--- config.mk ---
export PLATFORM = sky130hd
export DESIGN_NAME = irqwt_top
export DESIGN_NICKNAME = d
export VERILOG_FILES = /design/src/verilog/irqwt_pkg.sv /design/src/verilog/irqwt_edge_sync.sv /design/src/verilog/irqwt_prescale.sv /design/src/verilog/irqwt_top.sv
export VERILOG_INCLUDE_DIRS = /design/src /design/src/verilog
export SDC_FILE = /design/constraint.sdc
export NUM_CORES = 1
export LEC_CHECK = 0
export BUFFER_PORTS_ARGS = -buffer_cell sky130_fd_sc_hd__buf_2
export CAP_MARGIN = 25
export CORE_MARGIN = 3
export CORE_UTILIZATION = 53
export CTS_BUF_LIST = sky130_fd_sc_hd__clkbuf_8
export DETAILED_ROUTE_END_ITERATION = 6
export GPL_TIMING_DRIVEN = 1
export PLACE_DENSITY = 0.79
export SYNTH_ARGS = -nofsm -noshare
export SYNTH_HDL_FRONTEND = slang
export SYNTH_SLANG_ARGS = --single-unit
--- constraint.sdc ---
create_clock -name clk_sys_in -period 3 [get_ports clk_sys_in]
set_input_delay 0.45 -clock clk_sys_in [delete_from_list [all_inputs] [get_ports clk_sys_in]]
set_output_delay 0.45 -clock clk_sys_in [all_outputs]
set_load 0.005 [all_outputs]
--- src/verilog/irqwt_defines.svh ---
// register map, field positions and reset values of the interrupt block
// assumes a 32-bit wishbone slave; byte address is four times the index
`ifndef IRQWT_DEFINES_SVH
`define IRQWT_DEFINES_SVH

// register indices
`define IRQWT_IDX_ENABLE  6'h04
`define IRQWT_IDX_REQUEST 6'h05
`define IRQWT_IDX_TMODE   6'h06
`define IRQWT_IDX_COUNT   6'h07
`define IRQWT_IDX_CLEAR   6'h08
`define IRQWT_IDX_EDGE    6'h0c
`define IRQWT_IDX_PIN_IE  6'h0d

// implemented request and enable bits
`define IRQWT_SRC_MASK    8'hf5

// field positions
`define IRQWT_BIT_TMR3    7
`define IRQWT_BIT_TMR2    6
`define IRQWT_BIT_PWM     5
`define IRQWT_BIT_CMP     4
`define IRQWT_BIT_WTMR    2
`define IRQWT_BIT_PIN     0
`define IRQWT_BIT_TEDGE   4
`define IRQWT_BIT_PIN5_IE 5
`define IRQWT_BIT_PIN0_IE 0

// reset values
`define IRQWT_RST_ENABLE  8'h00
`define IRQWT_RST_TMODE   8'h00
`define IRQWT_RST_EMODE   2'h0
`define IRQWT_RST_PIN_IE  1'b1

`endif

--- src/verilog/irqwt_pkg.sv ---
// types shared by the interrupt block modules
// no dependencies
package irqwt_pkg;

  // wide timer clock source codes
  typedef enum logic [2:0] {
    IRQWT_SRC_OFF  = 3'b000,
    IRQWT_SRC_SYS  = 3'b001,
    IRQWT_SRC_P4F  = 3'b011,
    IRQWT_SRC_FAST = 3'b100,
    IRQWT_SRC_SLOW = 3'b110,
    IRQWT_SRC_P0F  = 3'b111
  } irqwt_src_t;

  // edge modes of comparator and pin requests
  typedef enum logic [1:0] {
    IRQWT_EDGE_BOTH = 2'b00,
    IRQWT_EDGE_RISE = 2'b01,
    IRQWT_EDGE_FALL = 2'b10,
    IRQWT_EDGE_NONE = 2'b11
  } irqwt_edge_t;

endpackage

--- src/verilog/irqwt_edge_sync.sv ---
// synchroniser and edge detector for a vector of asynchronous inputs
// assumes inputs change slower than half the system clock
`timescale 1ns/10ps
`default_nettype none
module irqwt_edge_sync #(
  parameter int WIDTH = 6
) (
  // clock and reset
  input  wire logic             clk_sys_in,
  input  wire logic             rst_in,
  // asynchronous levels and their edges
  input  wire logic [WIDTH-1:0] async_in,
  output logic      [WIDTH-1:0] rise_out,
  output logic      [WIDTH-1:0] fall_out
);

  genvar i;
  generate
    for (i = 0; i < WIDTH; i++) begin : g_bit
      logic meta_r;
      logic sync_r;
      logic last_r;
      // first stage feeds only the second
      always_ff @(posedge clk_sys_in) begin
        if (rst_in) begin
          meta_r <= 1'b0;
          sync_r <= 1'b0;
          last_r <= 1'b0;
        end else begin
          meta_r <= async_in[i];
          sync_r <= meta_r;
          last_r <= sync_r;
        end
      end
      assign rise_out[i] = sync_r & ~last_r;
      assign fall_out[i] = ~sync_r & last_r;
    end
  endgenerate

endmodule
`default_nettype wire

--- src/verilog/irqwt_prescale.sv ---
// divider of a tick stream by 1, 4, 16 or 64
// assumes tick_in is a one-cycle enable on the system clock
`timescale 1ns/10ps
`default_nettype none
module irqwt_prescale (
  // clock and reset
  input  wire logic       clk_sys_in,
  input  wire logic       rst_in,
  // control
  input  wire logic       run_in,
  input  wire logic [1:0] div_in,
  // ticks
  input  wire logic       tick_in,
  output logic            tick_out
);

  logic [5:0] cnt_r;
  logic [5:0] mask;

  // divide mask per code
  always_comb begin
    case (div_in)
      2'h0:    mask = 6'h00;
      2'h1:    mask = 6'h03;
      2'h2:    mask = 6'h0f;
      default: mask = 6'h3f;
    endcase
  end

  // stopped source restarts from a clean phase
  always_ff @(posedge clk_sys_in) begin
    if (rst_in || !run_in) begin
      cnt_r <= 6'h00;
    end else if (tick_in) begin
      cnt_r <= cnt_r + 6'h01;
    end
  end

  assign tick_out = run_in & tick_in & ((cnt_r & mask) == mask);

endmodule
`default_nettype wire

--- src/verilog/irqwt_top.sv ---
// interrupt request logic with a wide timer, wishbone register slave
// assumes a classic wishbone master on clk_sys_in, pins from outside it
`timescale 1ns/10ps
`default_nettype none
`include "irqwt_defines.svh"
module irqwt_top
  import irqwt_pkg::*;
(
  // clock and reset
  input  wire logic        clk_sys_in,
  input  wire logic        rst_in,
  // wishbone slave
  input  wire logic        wb_cyc_in,
  input  wire logic        wb_stb_in,
  input  wire logic        wb_we_in,
  input  wire logic [7:0]  wb_adr_in,
  input  wire logic [3:0]  wb_sel_in,
  input  wire logic [31:0] wb_dat_in,
  output logic      [31:0] wb_dat_out,
  output logic             wb_ack_out,
  // events from on-chip peripherals
  input  wire logic        timer3_evt_in,
  input  wire logic        timer2_evt_in,
  input  wire logic        low_power_pwm_evt_in,
  // asynchronous levels
  input  wire logic        analog_comparator_in,
  input  wire logic        port_a_pin0_in,
  input  wire logic        port_a_pin4_in,
  input  wire logic        port_a_pin5_in,
  input  wire logic        fast_internal_rc_osc_in,
  input  wire logic        slow_internal_rc_osc_in,
  // interrupt to the core
  output logic             irq_out
);

  logic [7:0]  enable_r;
  logic [7:0]  request_r;
  logic [7:0]  tmode_r;
  logic [1:0]  cmp_mode_r;
  logic [1:0]  pin_mode_r;
  logic        tedge_r;
  logic        pin0_ie_r;
  logic        pin5_ie_r;
  logic [15:0] count_r;
  logic        tap_last_r;
  logic        ack_r;
  logic [31:0] dat_r;
  logic        irq_r;
  logic [5:0]  rise;
  logic [5:0]  fall;
  logic        raw_tick;
  logic        cnt_tick;
  logic        tmr_run;
  logic        tap_bit;
  logic        tap_evt;
  logic        cmp_evt;
  logic        pin_evt;
  logic [7:0]  set_vec;
  logic [7:0]  clr_mask;
  logic [31:0] rd_nxt;
  logic        bus_req;
  logic        wr;
  logic [5:0]  idx;
  logic [7:0]  wd;
  irqwt_src_t  src;

  // bus decode; writes land on the edge that sees ack high
  assign bus_req = wb_cyc_in & wb_stb_in;
  assign idx     = wb_adr_in[7:2];
  assign wd      = wb_dat_in[7:0];
  assign wr      = bus_req & ack_r & wb_we_in & wb_sel_in[0];

  // one synchroniser bank for every outside level
  irqwt_edge_sync #(
    .WIDTH (6)
  ) u_sync (
    .clk_sys_in (clk_sys_in),
    .rst_in     (rst_in),
    .async_in   ({slow_internal_rc_osc_in, fast_internal_rc_osc_in, port_a_pin5_in,
                  port_a_pin4_in, port_a_pin0_in, analog_comparator_in}),
    .rise_out   (rise),
    .fall_out   (fall)
  );

  // edge mode match; reserved code never fires
  function automatic logic edge_hit(input logic [1:0] mode, input logic r, input logic f);
    case (irqwt_edge_t'(mode))
      IRQWT_EDGE_BOTH: edge_hit = r | f;
      IRQWT_EDGE_RISE: edge_hit = r;
      IRQWT_EDGE_FALL: edge_hit = f;
      default:         edge_hit = 1'b0;
    endcase
  endfunction

  // timer clock source; oscillators are sampled, so only slow ones count true
  assign src = irqwt_src_t'(tmode_r[7:5]);
  always_comb begin
    case (src)
      IRQWT_SRC_SYS:  raw_tick = 1'b1;
      IRQWT_SRC_P4F:  raw_tick = fall[2];
      IRQWT_SRC_FAST: raw_tick = rise[4];
      IRQWT_SRC_SLOW: raw_tick = rise[5];
      IRQWT_SRC_P0F:  raw_tick = fall[1];
      default:        raw_tick = 1'b0;
    endcase
  end
  assign tmr_run = (raw_tick | (src != IRQWT_SRC_OFF)) && (src != IRQWT_SRC_OFF);

  irqwt_prescale u_presc (
    .clk_sys_in (clk_sys_in),
    .rst_in     (rst_in),
    .run_in     (tmr_run),
    .div_in     (tmode_r[4:3]),
    .tick_in    (raw_tick),
    .tick_out   (cnt_tick)
  );

  // wide timer counter, wraps naturally
  always_ff @(posedge clk_sys_in) begin
    if (rst_in) begin
      count_r <= 16'h0000;
    end else if (cnt_tick) begin
      count_r <= count_r + 16'h0001;
    end
  end

  // tap bit 8 plus the tap code
  assign tap_bit = count_r[{1'b1, tmode_r[2:0]}];
  always_ff @(posedge clk_sys_in) begin
    if (rst_in) begin
      tap_last_r <= 1'b0;
    end else begin
      tap_last_r <= tap_bit;
    end
  end
  // a tap code change may also flip the bit; that counts as a change too
  assign tap_evt = tedge_r ? (tap_last_r & ~tap_bit) : (~tap_last_r & tap_bit);

  // comparator and gated pin events
  assign cmp_evt = edge_hit(cmp_mode_r, rise[0], fall[0]);
  assign pin_evt = (pin0_ie_r & edge_hit(pin_mode_r, rise[1], fall[1])) |
                   (pin5_ie_r & edge_hit(pin_mode_r, rise[3], fall[3]));

  // reserved positions stay zero
  always_comb begin
    set_vec                    = 8'h00;
    set_vec[`IRQWT_BIT_TMR3]   = timer3_evt_in;
    set_vec[`IRQWT_BIT_TMR2]   = timer2_evt_in;
    set_vec[`IRQWT_BIT_PWM]    = low_power_pwm_evt_in;
    set_vec[`IRQWT_BIT_CMP]    = cmp_evt;
    set_vec[`IRQWT_BIT_WTMR]   = tap_evt;
    set_vec[`IRQWT_BIT_PIN]    = pin_evt;
  end

  // writing 0 to the request register or 1 to the clear register drops a flag
  always_comb begin
    clr_mask = 8'h00;
    if (wr && idx == `IRQWT_IDX_REQUEST) begin
      clr_mask = ~wd & `IRQWT_SRC_MASK;
    end else if (wr && idx == `IRQWT_IDX_CLEAR) begin
      clr_mask = wd & `IRQWT_SRC_MASK;
    end
  end

  // sticky requests; a set in the clear cycle wins
  always_ff @(posedge clk_sys_in) begin
    if (rst_in) begin
      request_r <= 8'h00;
    end else begin
      request_r <= ((request_r & ~clr_mask) | set_vec) & `IRQWT_SRC_MASK;
    end
  end

  // enable register
  always_ff @(posedge clk_sys_in) begin
    if (rst_in) begin
      enable_r <= `IRQWT_RST_ENABLE;
    end else if (wr && idx == `IRQWT_IDX_ENABLE) begin
      enable_r <= wd & `IRQWT_SRC_MASK;
    end
  end

  // timer mode; reserved source codes are kept but stop the timer
  always_ff @(posedge clk_sys_in) begin
    if (rst_in) begin
      tmode_r <= `IRQWT_RST_TMODE;
    end else if (wr && idx == `IRQWT_IDX_TMODE) begin
      tmode_r <= wd;
    end
  end

  // write-only edge select, reserved bits are not stored
  always_ff @(posedge clk_sys_in) begin
    if (rst_in) begin
      cmp_mode_r <= `IRQWT_RST_EMODE;
      pin_mode_r <= `IRQWT_RST_EMODE;
      tedge_r    <= 1'b0;
    end else if (wr && idx == `IRQWT_IDX_EDGE) begin
      cmp_mode_r <= wd[7:6];
      tedge_r    <= wd[`IRQWT_BIT_TEDGE];
      pin_mode_r <= wd[1:0];
    end
  end

  // pin digital input enables, write-only
  always_ff @(posedge clk_sys_in) begin
    if (rst_in) begin
      pin0_ie_r <= `IRQWT_RST_PIN_IE;
      pin5_ie_r <= `IRQWT_RST_PIN_IE;
    end else if (wr && idx == `IRQWT_IDX_PIN_IE) begin
      pin0_ie_r <= wd[`IRQWT_BIT_PIN0_IE];
      pin5_ie_r <= wd[`IRQWT_BIT_PIN5_IE];
    end
  end

  // read mux; write-only and unmapped words read zero
  always_comb begin
    case (idx)
      `IRQWT_IDX_ENABLE:  rd_nxt = {24'h000000, enable_r};
      `IRQWT_IDX_REQUEST: rd_nxt = {24'h000000, request_r};
      `IRQWT_IDX_TMODE:   rd_nxt = {24'h000000, tmode_r};
      `IRQWT_IDX_COUNT:   rd_nxt = {16'h0000, count_r};
      default:            rd_nxt = 32'h00000000;
    endcase
  end

  // one wait state: data captured on the first request cycle
  always_ff @(posedge clk_sys_in) begin
    if (rst_in) begin
      ack_r <= 1'b0;
      dat_r <= 32'h00000000;
    end else begin
      ack_r <= bus_req & ~ack_r;
      if (bus_req && !ack_r) begin
        dat_r <= rd_nxt;
      end
    end
  end

  // interrupt level, one cycle behind the flags
  always_ff @(posedge clk_sys_in) begin
    if (rst_in) begin
      irq_r <= 1'b0;
    end else begin
      irq_r <= |(request_r & enable_r);
    end
  end

  assign wb_ack_out = ack_r;
  assign wb_dat_out = dat_r;
  assign irq_out    = irq_r;
endmodule
`default_nettype wire
==> report_table.html <==
<table>
<tr><th>Metric</th><th>Value</th></tr>
<tr><th colspan="2">Routing</th></tr>
<tr><td>Ratio of routed vias to standard cells</td><td>5.58</td></tr>
<tr><td>Routed wire length</td><td>8080 µm</td></tr>
<tr><td>Detailed-route DRC error count</td><td>0</td></tr>
<tr><td>DRT antenna net count</td><td>0</td></tr>
<tr><td>Wirelength per Cell</td><td>14.6 µm</td></tr>
<tr><td>Total number of vias</td><td>3096</td></tr>
<tr><td>DR pass1 iterations</td><td>5</td></tr>
<tr><td>Starting DRT DRC Count</td><td>194</td></tr>
<tr><th colspan="2">Final layout</th></tr>
<tr><td>Leading cell type in the layout, fill and taps excluded</td><td>dfxtp_1</td></tr>
<tr><td>Number of nets in the finished design</td><td>520</td></tr>
<tr><td>Top library cells by usage in the layout, fill and taps aside</td><td>86 x dfxtp_1, 62 x nor2_1, 46 x buf_2, 29 x a21oi_1, 24 x mux2i_1</td></tr>
<tr><td>Signed area change from the synthesized netlist to the final layout</td><td>12.0%</td></tr>
<tr><td>Filler cell count in the final layout</td><td>584</td></tr>
<tr><td>Number of cells in the finished layout apart from fillers</td><td>555</td></tr>
<tr><td>Share of post-route cells with drive strength above 1</td><td>17.4%</td></tr>
<tr><td>Antenna diode count</td><td>0</td></tr>
<tr><th colspan="2">Clocking</th></tr>
<tr><td>TritonCTS clock tree</td><td>done</td></tr>
<tr><td>Post-CTS setup repair buffer count</td><td>0</td></tr>
<tr><td>Number of H-tree levels</td><td>3</td></tr>
<tr><td>Root buffer cell</td><td>clkbuf_8</td></tr>
<tr><td>Reg clk slew, reported paths</td><td>0.09 ns</td></tr>
<tr><td>Clk buf depth</td><td>2</td></tr>
<tr><td>Post-cts gate resize count</td><td>0</td></tr>
<tr><td>Count of hold-fix buffers inserted at cts</td><td>0</td></tr>
<tr><td>TritonCTS sink count</td><td>86</td></tr>
<tr><td>Number of CTS-inserted buffers</td><td>9</td></tr>
<tr><td>Clk Latency, worst-skew pair</td><td>0.35 ns</td></tr>
<tr><th colspan="2">Logic synthesis</th></tr>
<tr><td>Library cell with the largest summed area after synthesis</td><td>dfxtp_1</td></tr>
<tr><td>Ranking of synthesized cells by area</td><td>dfxtp_1 45%, mux2i_1 6.3%, nor2_1 6.1%</td></tr>
<tr><td>Sequential cell area fraction in the yosys report</td><td>45.0%</td></tr>
<tr><td>Number of cells produced by synthesis</td><td>413</td></tr>
<tr><td>Average cell area after synthesis</td><td>9.26 µm²</td></tr>
<tr><td>Async SR Flop Fraction</td><td>0%</td></tr>
<tr><td>Number of synthesized flops with an enable pin</td><td>0</td></tr>
<tr><td>Yosys cell types</td><td>42</td></tr>
<tr><td>Primary flip-flop cell chosen by synthesis mapping</td><td>dfxtp_1</td></tr>
<tr><td>Share of the synthesized area in the top cell type</td><td>45.0%</td></tr>
<tr><td>Yosys warnings</td><td>0</td></tr>
<tr><td>Syn Std Cell Area</td><td>0.00382 mm²</td></tr>
<tr><td>Total of flip-flops plus latches after synthesis</td><td>86</td></tr>
<tr><th colspan="2">Pwr</th></tr>
<tr><td>Clock network fraction of design power</td><td>39.4%</td></tr>
<tr><td>Internal Dissipation</td><td>1.61 mW</td></tr>
<tr><td>Power density over cell area</td><td>489 mW/mm²</td></tr>
<tr><td>Total leakage power</td><td>1.81 nW</td></tr>
<tr><td>Switching share of total power</td><td>23.2%</td></tr>
<tr><td>Part of the total power dissipated in combinational logic</td><td>5.0%</td></tr>
<tr><td>Worst supply voltage drop on vdd</td><td>0.223 mV</td></tr>
<tr><td>Sequential share of power</td><td>55.6%</td></tr>
<tr><td>Net load switching power</td><td>485 µW</td></tr>
<tr><th colspan="2">Floorplanning</th></tr>
<tr><td>Die Width</td><td>90.9 µm</td></tr>
<tr><td>IO Pins</td><td>92</td></tr>
<tr><td>Effective utilization at floorplan</td><td>55.3%</td></tr>
<tr><td>Height of the die</td><td>90.9 µm</td></tr>
<tr><td>Core region area</td><td>0.00691 mm²</td></tr>
<tr><td>Die outline area</td><td>0.00827 mm²</td></tr>
<tr><td>Cell Rows</td><td>30</td></tr>
<tr><th colspan="2">Timing</th></tr>
<tr><td>Max Clock Skew</td><td>0.00881 ns</td></tr>
<tr><td>Slew at the pin closest to its max-slew limit</td><td>0.796 ns</td></tr>
<tr><td>Max-slew violations</td><td>0</td></tr>
<tr><td>Final worst-path cycle share</td><td>73.6%</td></tr>
<tr><td>Headroom to the max-slew limit</td><td>46.7%</td></tr>
<tr><td>Final number of hold-violating endpoints</td><td>0</td></tr>
<tr><td>Final setup vio count</td><td>0</td></tr>
<tr><td>Final critical delay including setup and external delays</td><td>2.21 ns</td></tr>
<tr><td>Unrepaired setup endpoints after global routing</td><td>no</td></tr>
<tr><td>Highest Clock Rate</td><td>453 MHz</td></tr>
<tr><td>Total Neg Setup Slack</td><td>0 ns</td></tr>
<tr><th colspan="2">Global route</th></tr>
<tr><td>Maximum number of pins on one net before global-route repair</td><td>42</td></tr>
<tr><td>Via count of the first global-routing pass</td><td>2835</td></tr>
<tr><td>Overflow left after global routing</td><td>0</td></tr>
<tr><td>Initial antenna violation count</td><td>0</td></tr>
<tr><td>Wire length of the first global-routing pass</td><td>13400 µm</td></tr>
<tr><td>GRT Resource Usage Total</td><td>20.1%</td></tr>
<tr><th colspan="2">Setup path</th></tr>
<tr><td>CP Launch Type</td><td>register</td></tr>
<tr><td>Worst path arrival time</td><td>2.48 ns</td></tr>
<tr><td>Critical path cell sequence</td><td>or3b_1, a21oi_2, o32ai_2, buf_4, or4_1, a21oi_1</td></tr>
<tr><td>Worst path slowest cell</td><td>or4_1</td></tr>
<tr><td>Largest incremental delay on the critical path</td><td>0.54 ns</td></tr>
<tr><td>Sort of element at the end of the critical path</td><td>register</td></tr>
<tr><td>Highest net fanout along the worst path</td><td>29</td></tr>
<tr><td>Critical path data required time</td><td>3.27 ns</td></tr>
<tr><td>Critical path class</td><td>reg2reg</td></tr>
<tr><th colspan="2">Outcome</th></tr>
<tr><td>Run status</td><td>finished, final reports clean</td></tr>
<tr><th colspan="2">Job</th></tr>
<tr><td>Max-capacitance violation count</td><td>0</td></tr>
<tr><th colspan="2">Hold path</th></tr>
<tr><td>Class of the tightest hold or removal check</td><td>in2reg</td></tr>
<tr><th colspan="2">Placed design</th></tr>
<tr><td>Number of cells after detailed placement</td><td>539</td></tr>
<tr><td>Routability-driven placement congestion ratio</td><td>0.894</td></tr>
<tr><td>HPWL Detailed</td><td>5950 µm</td></tr>
<tr><td>Port-buffer cells</td><td>46</td></tr>
</table>
## routing by layer
layer  GRT usage, %  vias up  part of all wire, %
li1               -     1506                    -
met1           27.3     1482                   45
met2           31.0      100                   47
met3           4.67        8                  6.7
met4           8.04        0                  1.3
met5              0        -                    0
## power groups by stage
stage          clock network, mW  registers [mW]  logic, mW
6_report                   0.826            1.16      0.104
5_1_grt                    0.892            1.17      0.117
4_1_cts                    0.842            1.16      0.104
3_5_place_dp                   0            1.19      0.103
3_3_place_gp                   0            1.19      0.100
2_1_floorplan                  0            1.19     0.0793
## per-stage QoR
| stage | setup WS [ns] | hold WS, ns | instance area, µm² | total power, mW | utilization, % |
|---|---|---|---|---|---|
| final | 0.792 | 0.301 | 4280 | 2.09 | 62.0 |
| after global placement | 0.785 | 0.418 | 4070 | 1.29 | 59.0 |
| after detailed placement | 0.731 | 0.425 | 4070 | 1.29 | 59.0 |
| after global routing | 0.719 | 0.301 | 4280 | 2.18 | 62.0 |
| after floorplan | 1.01 | 0.414 | 3880 | 1.27 | - |
| after CTS | 0.791 | 0.289 | 4280 | 2.11 | 62.0 |
## critical path, delay by kind of cell (launching register included)
| family | cells | cell delay (ns) |
|---|---|---|
| flip-flops | 1 | 0.38 |
| AO/OA/AOI/OAI | 3 | 0.56 |
| buffers and inverters | 1 | 0.24 |
| AND/OR/NAND/NOR | 2 | 0.94 |
## sequential cells by signal, summed over array words and instances (netlist names)
name	count
count_r	16
wb_dat_out	16
tmode_r	8
enable_r	6
request_r	6
u_presc.cnt_r	6
u_sync.g_bit.last_r	6
u_sync.g_bit.meta_r	6
u_sync.g_bit.sync_r	6
cmp_mode_r	2
pin_mode_r	2
irq_out	1
pin0_ie_r	1
pin5_ie_r	1
tap_last_r	1
tedge_r	1
wb_ack_out	1
## cells by family (layout without fill, tap and decap cells)
group | count (synthesis) | in the layout | synth area share, %
compound gates | 83 | 83 | 13.7
xor+xnor | 5 | 5 | 1.15
fa+ha+maj | 8 | 8 | 2.62
buf+inv | 56 | 87 | 7.14
flops | 86 | 86 | 45.0
mux | 34 | 34 | 11.6
other cells | 1 | 16 | 0.0981
simple gates | 140 | 140 | 18.6
## final timing paths
check	startpoint	endpoint	slack, ns	depth (start not counted)
hold reg to reg	u_sync.g_bit[1].meta_r	u_sync.g_bit[1].sync_r	0.45	1
setup reg to reg	tmode_r[6]	count_r[13]	0.79	6
hold / removal	port_a_pin0_in	u_sync.g_bit[1].meta_r	0.30	2
setup / recovery	tmode_r[6]	count_r[13]	0.79	6
## final cells by class
cell class	count	area, µm²	area share (%)
multi-input combinational	286	1890	44.2
sequential	86	1720	40.2
timing repair buffer	50	260	6.08
clock buffer	10	138	3.22
tap	96	120	2.81
inverter	21	78.8	1.84
clock inverter	6	70.1	1.64
## synthesized netlist by cell type, types with 3 or more instances
cell and number:
xor2_1 5, nor2_1 62, o31ai_1 12, nand4_1 6, dfxtp_1 86, ha_1 8, inv_1 21, mux4_2 8
nor2b_1 16, a22oi_1 19, o21ai_0 13, nand3b_1 4, nor3_1 8, a21oi_1 29, clkbuf_1 17, mux2i_1 24
buf_4 16, nand3_1 7, or4_1 9, nand2_1 11, nand2b_1 3, or3_1 4
(Power assumes the default switching activity.)
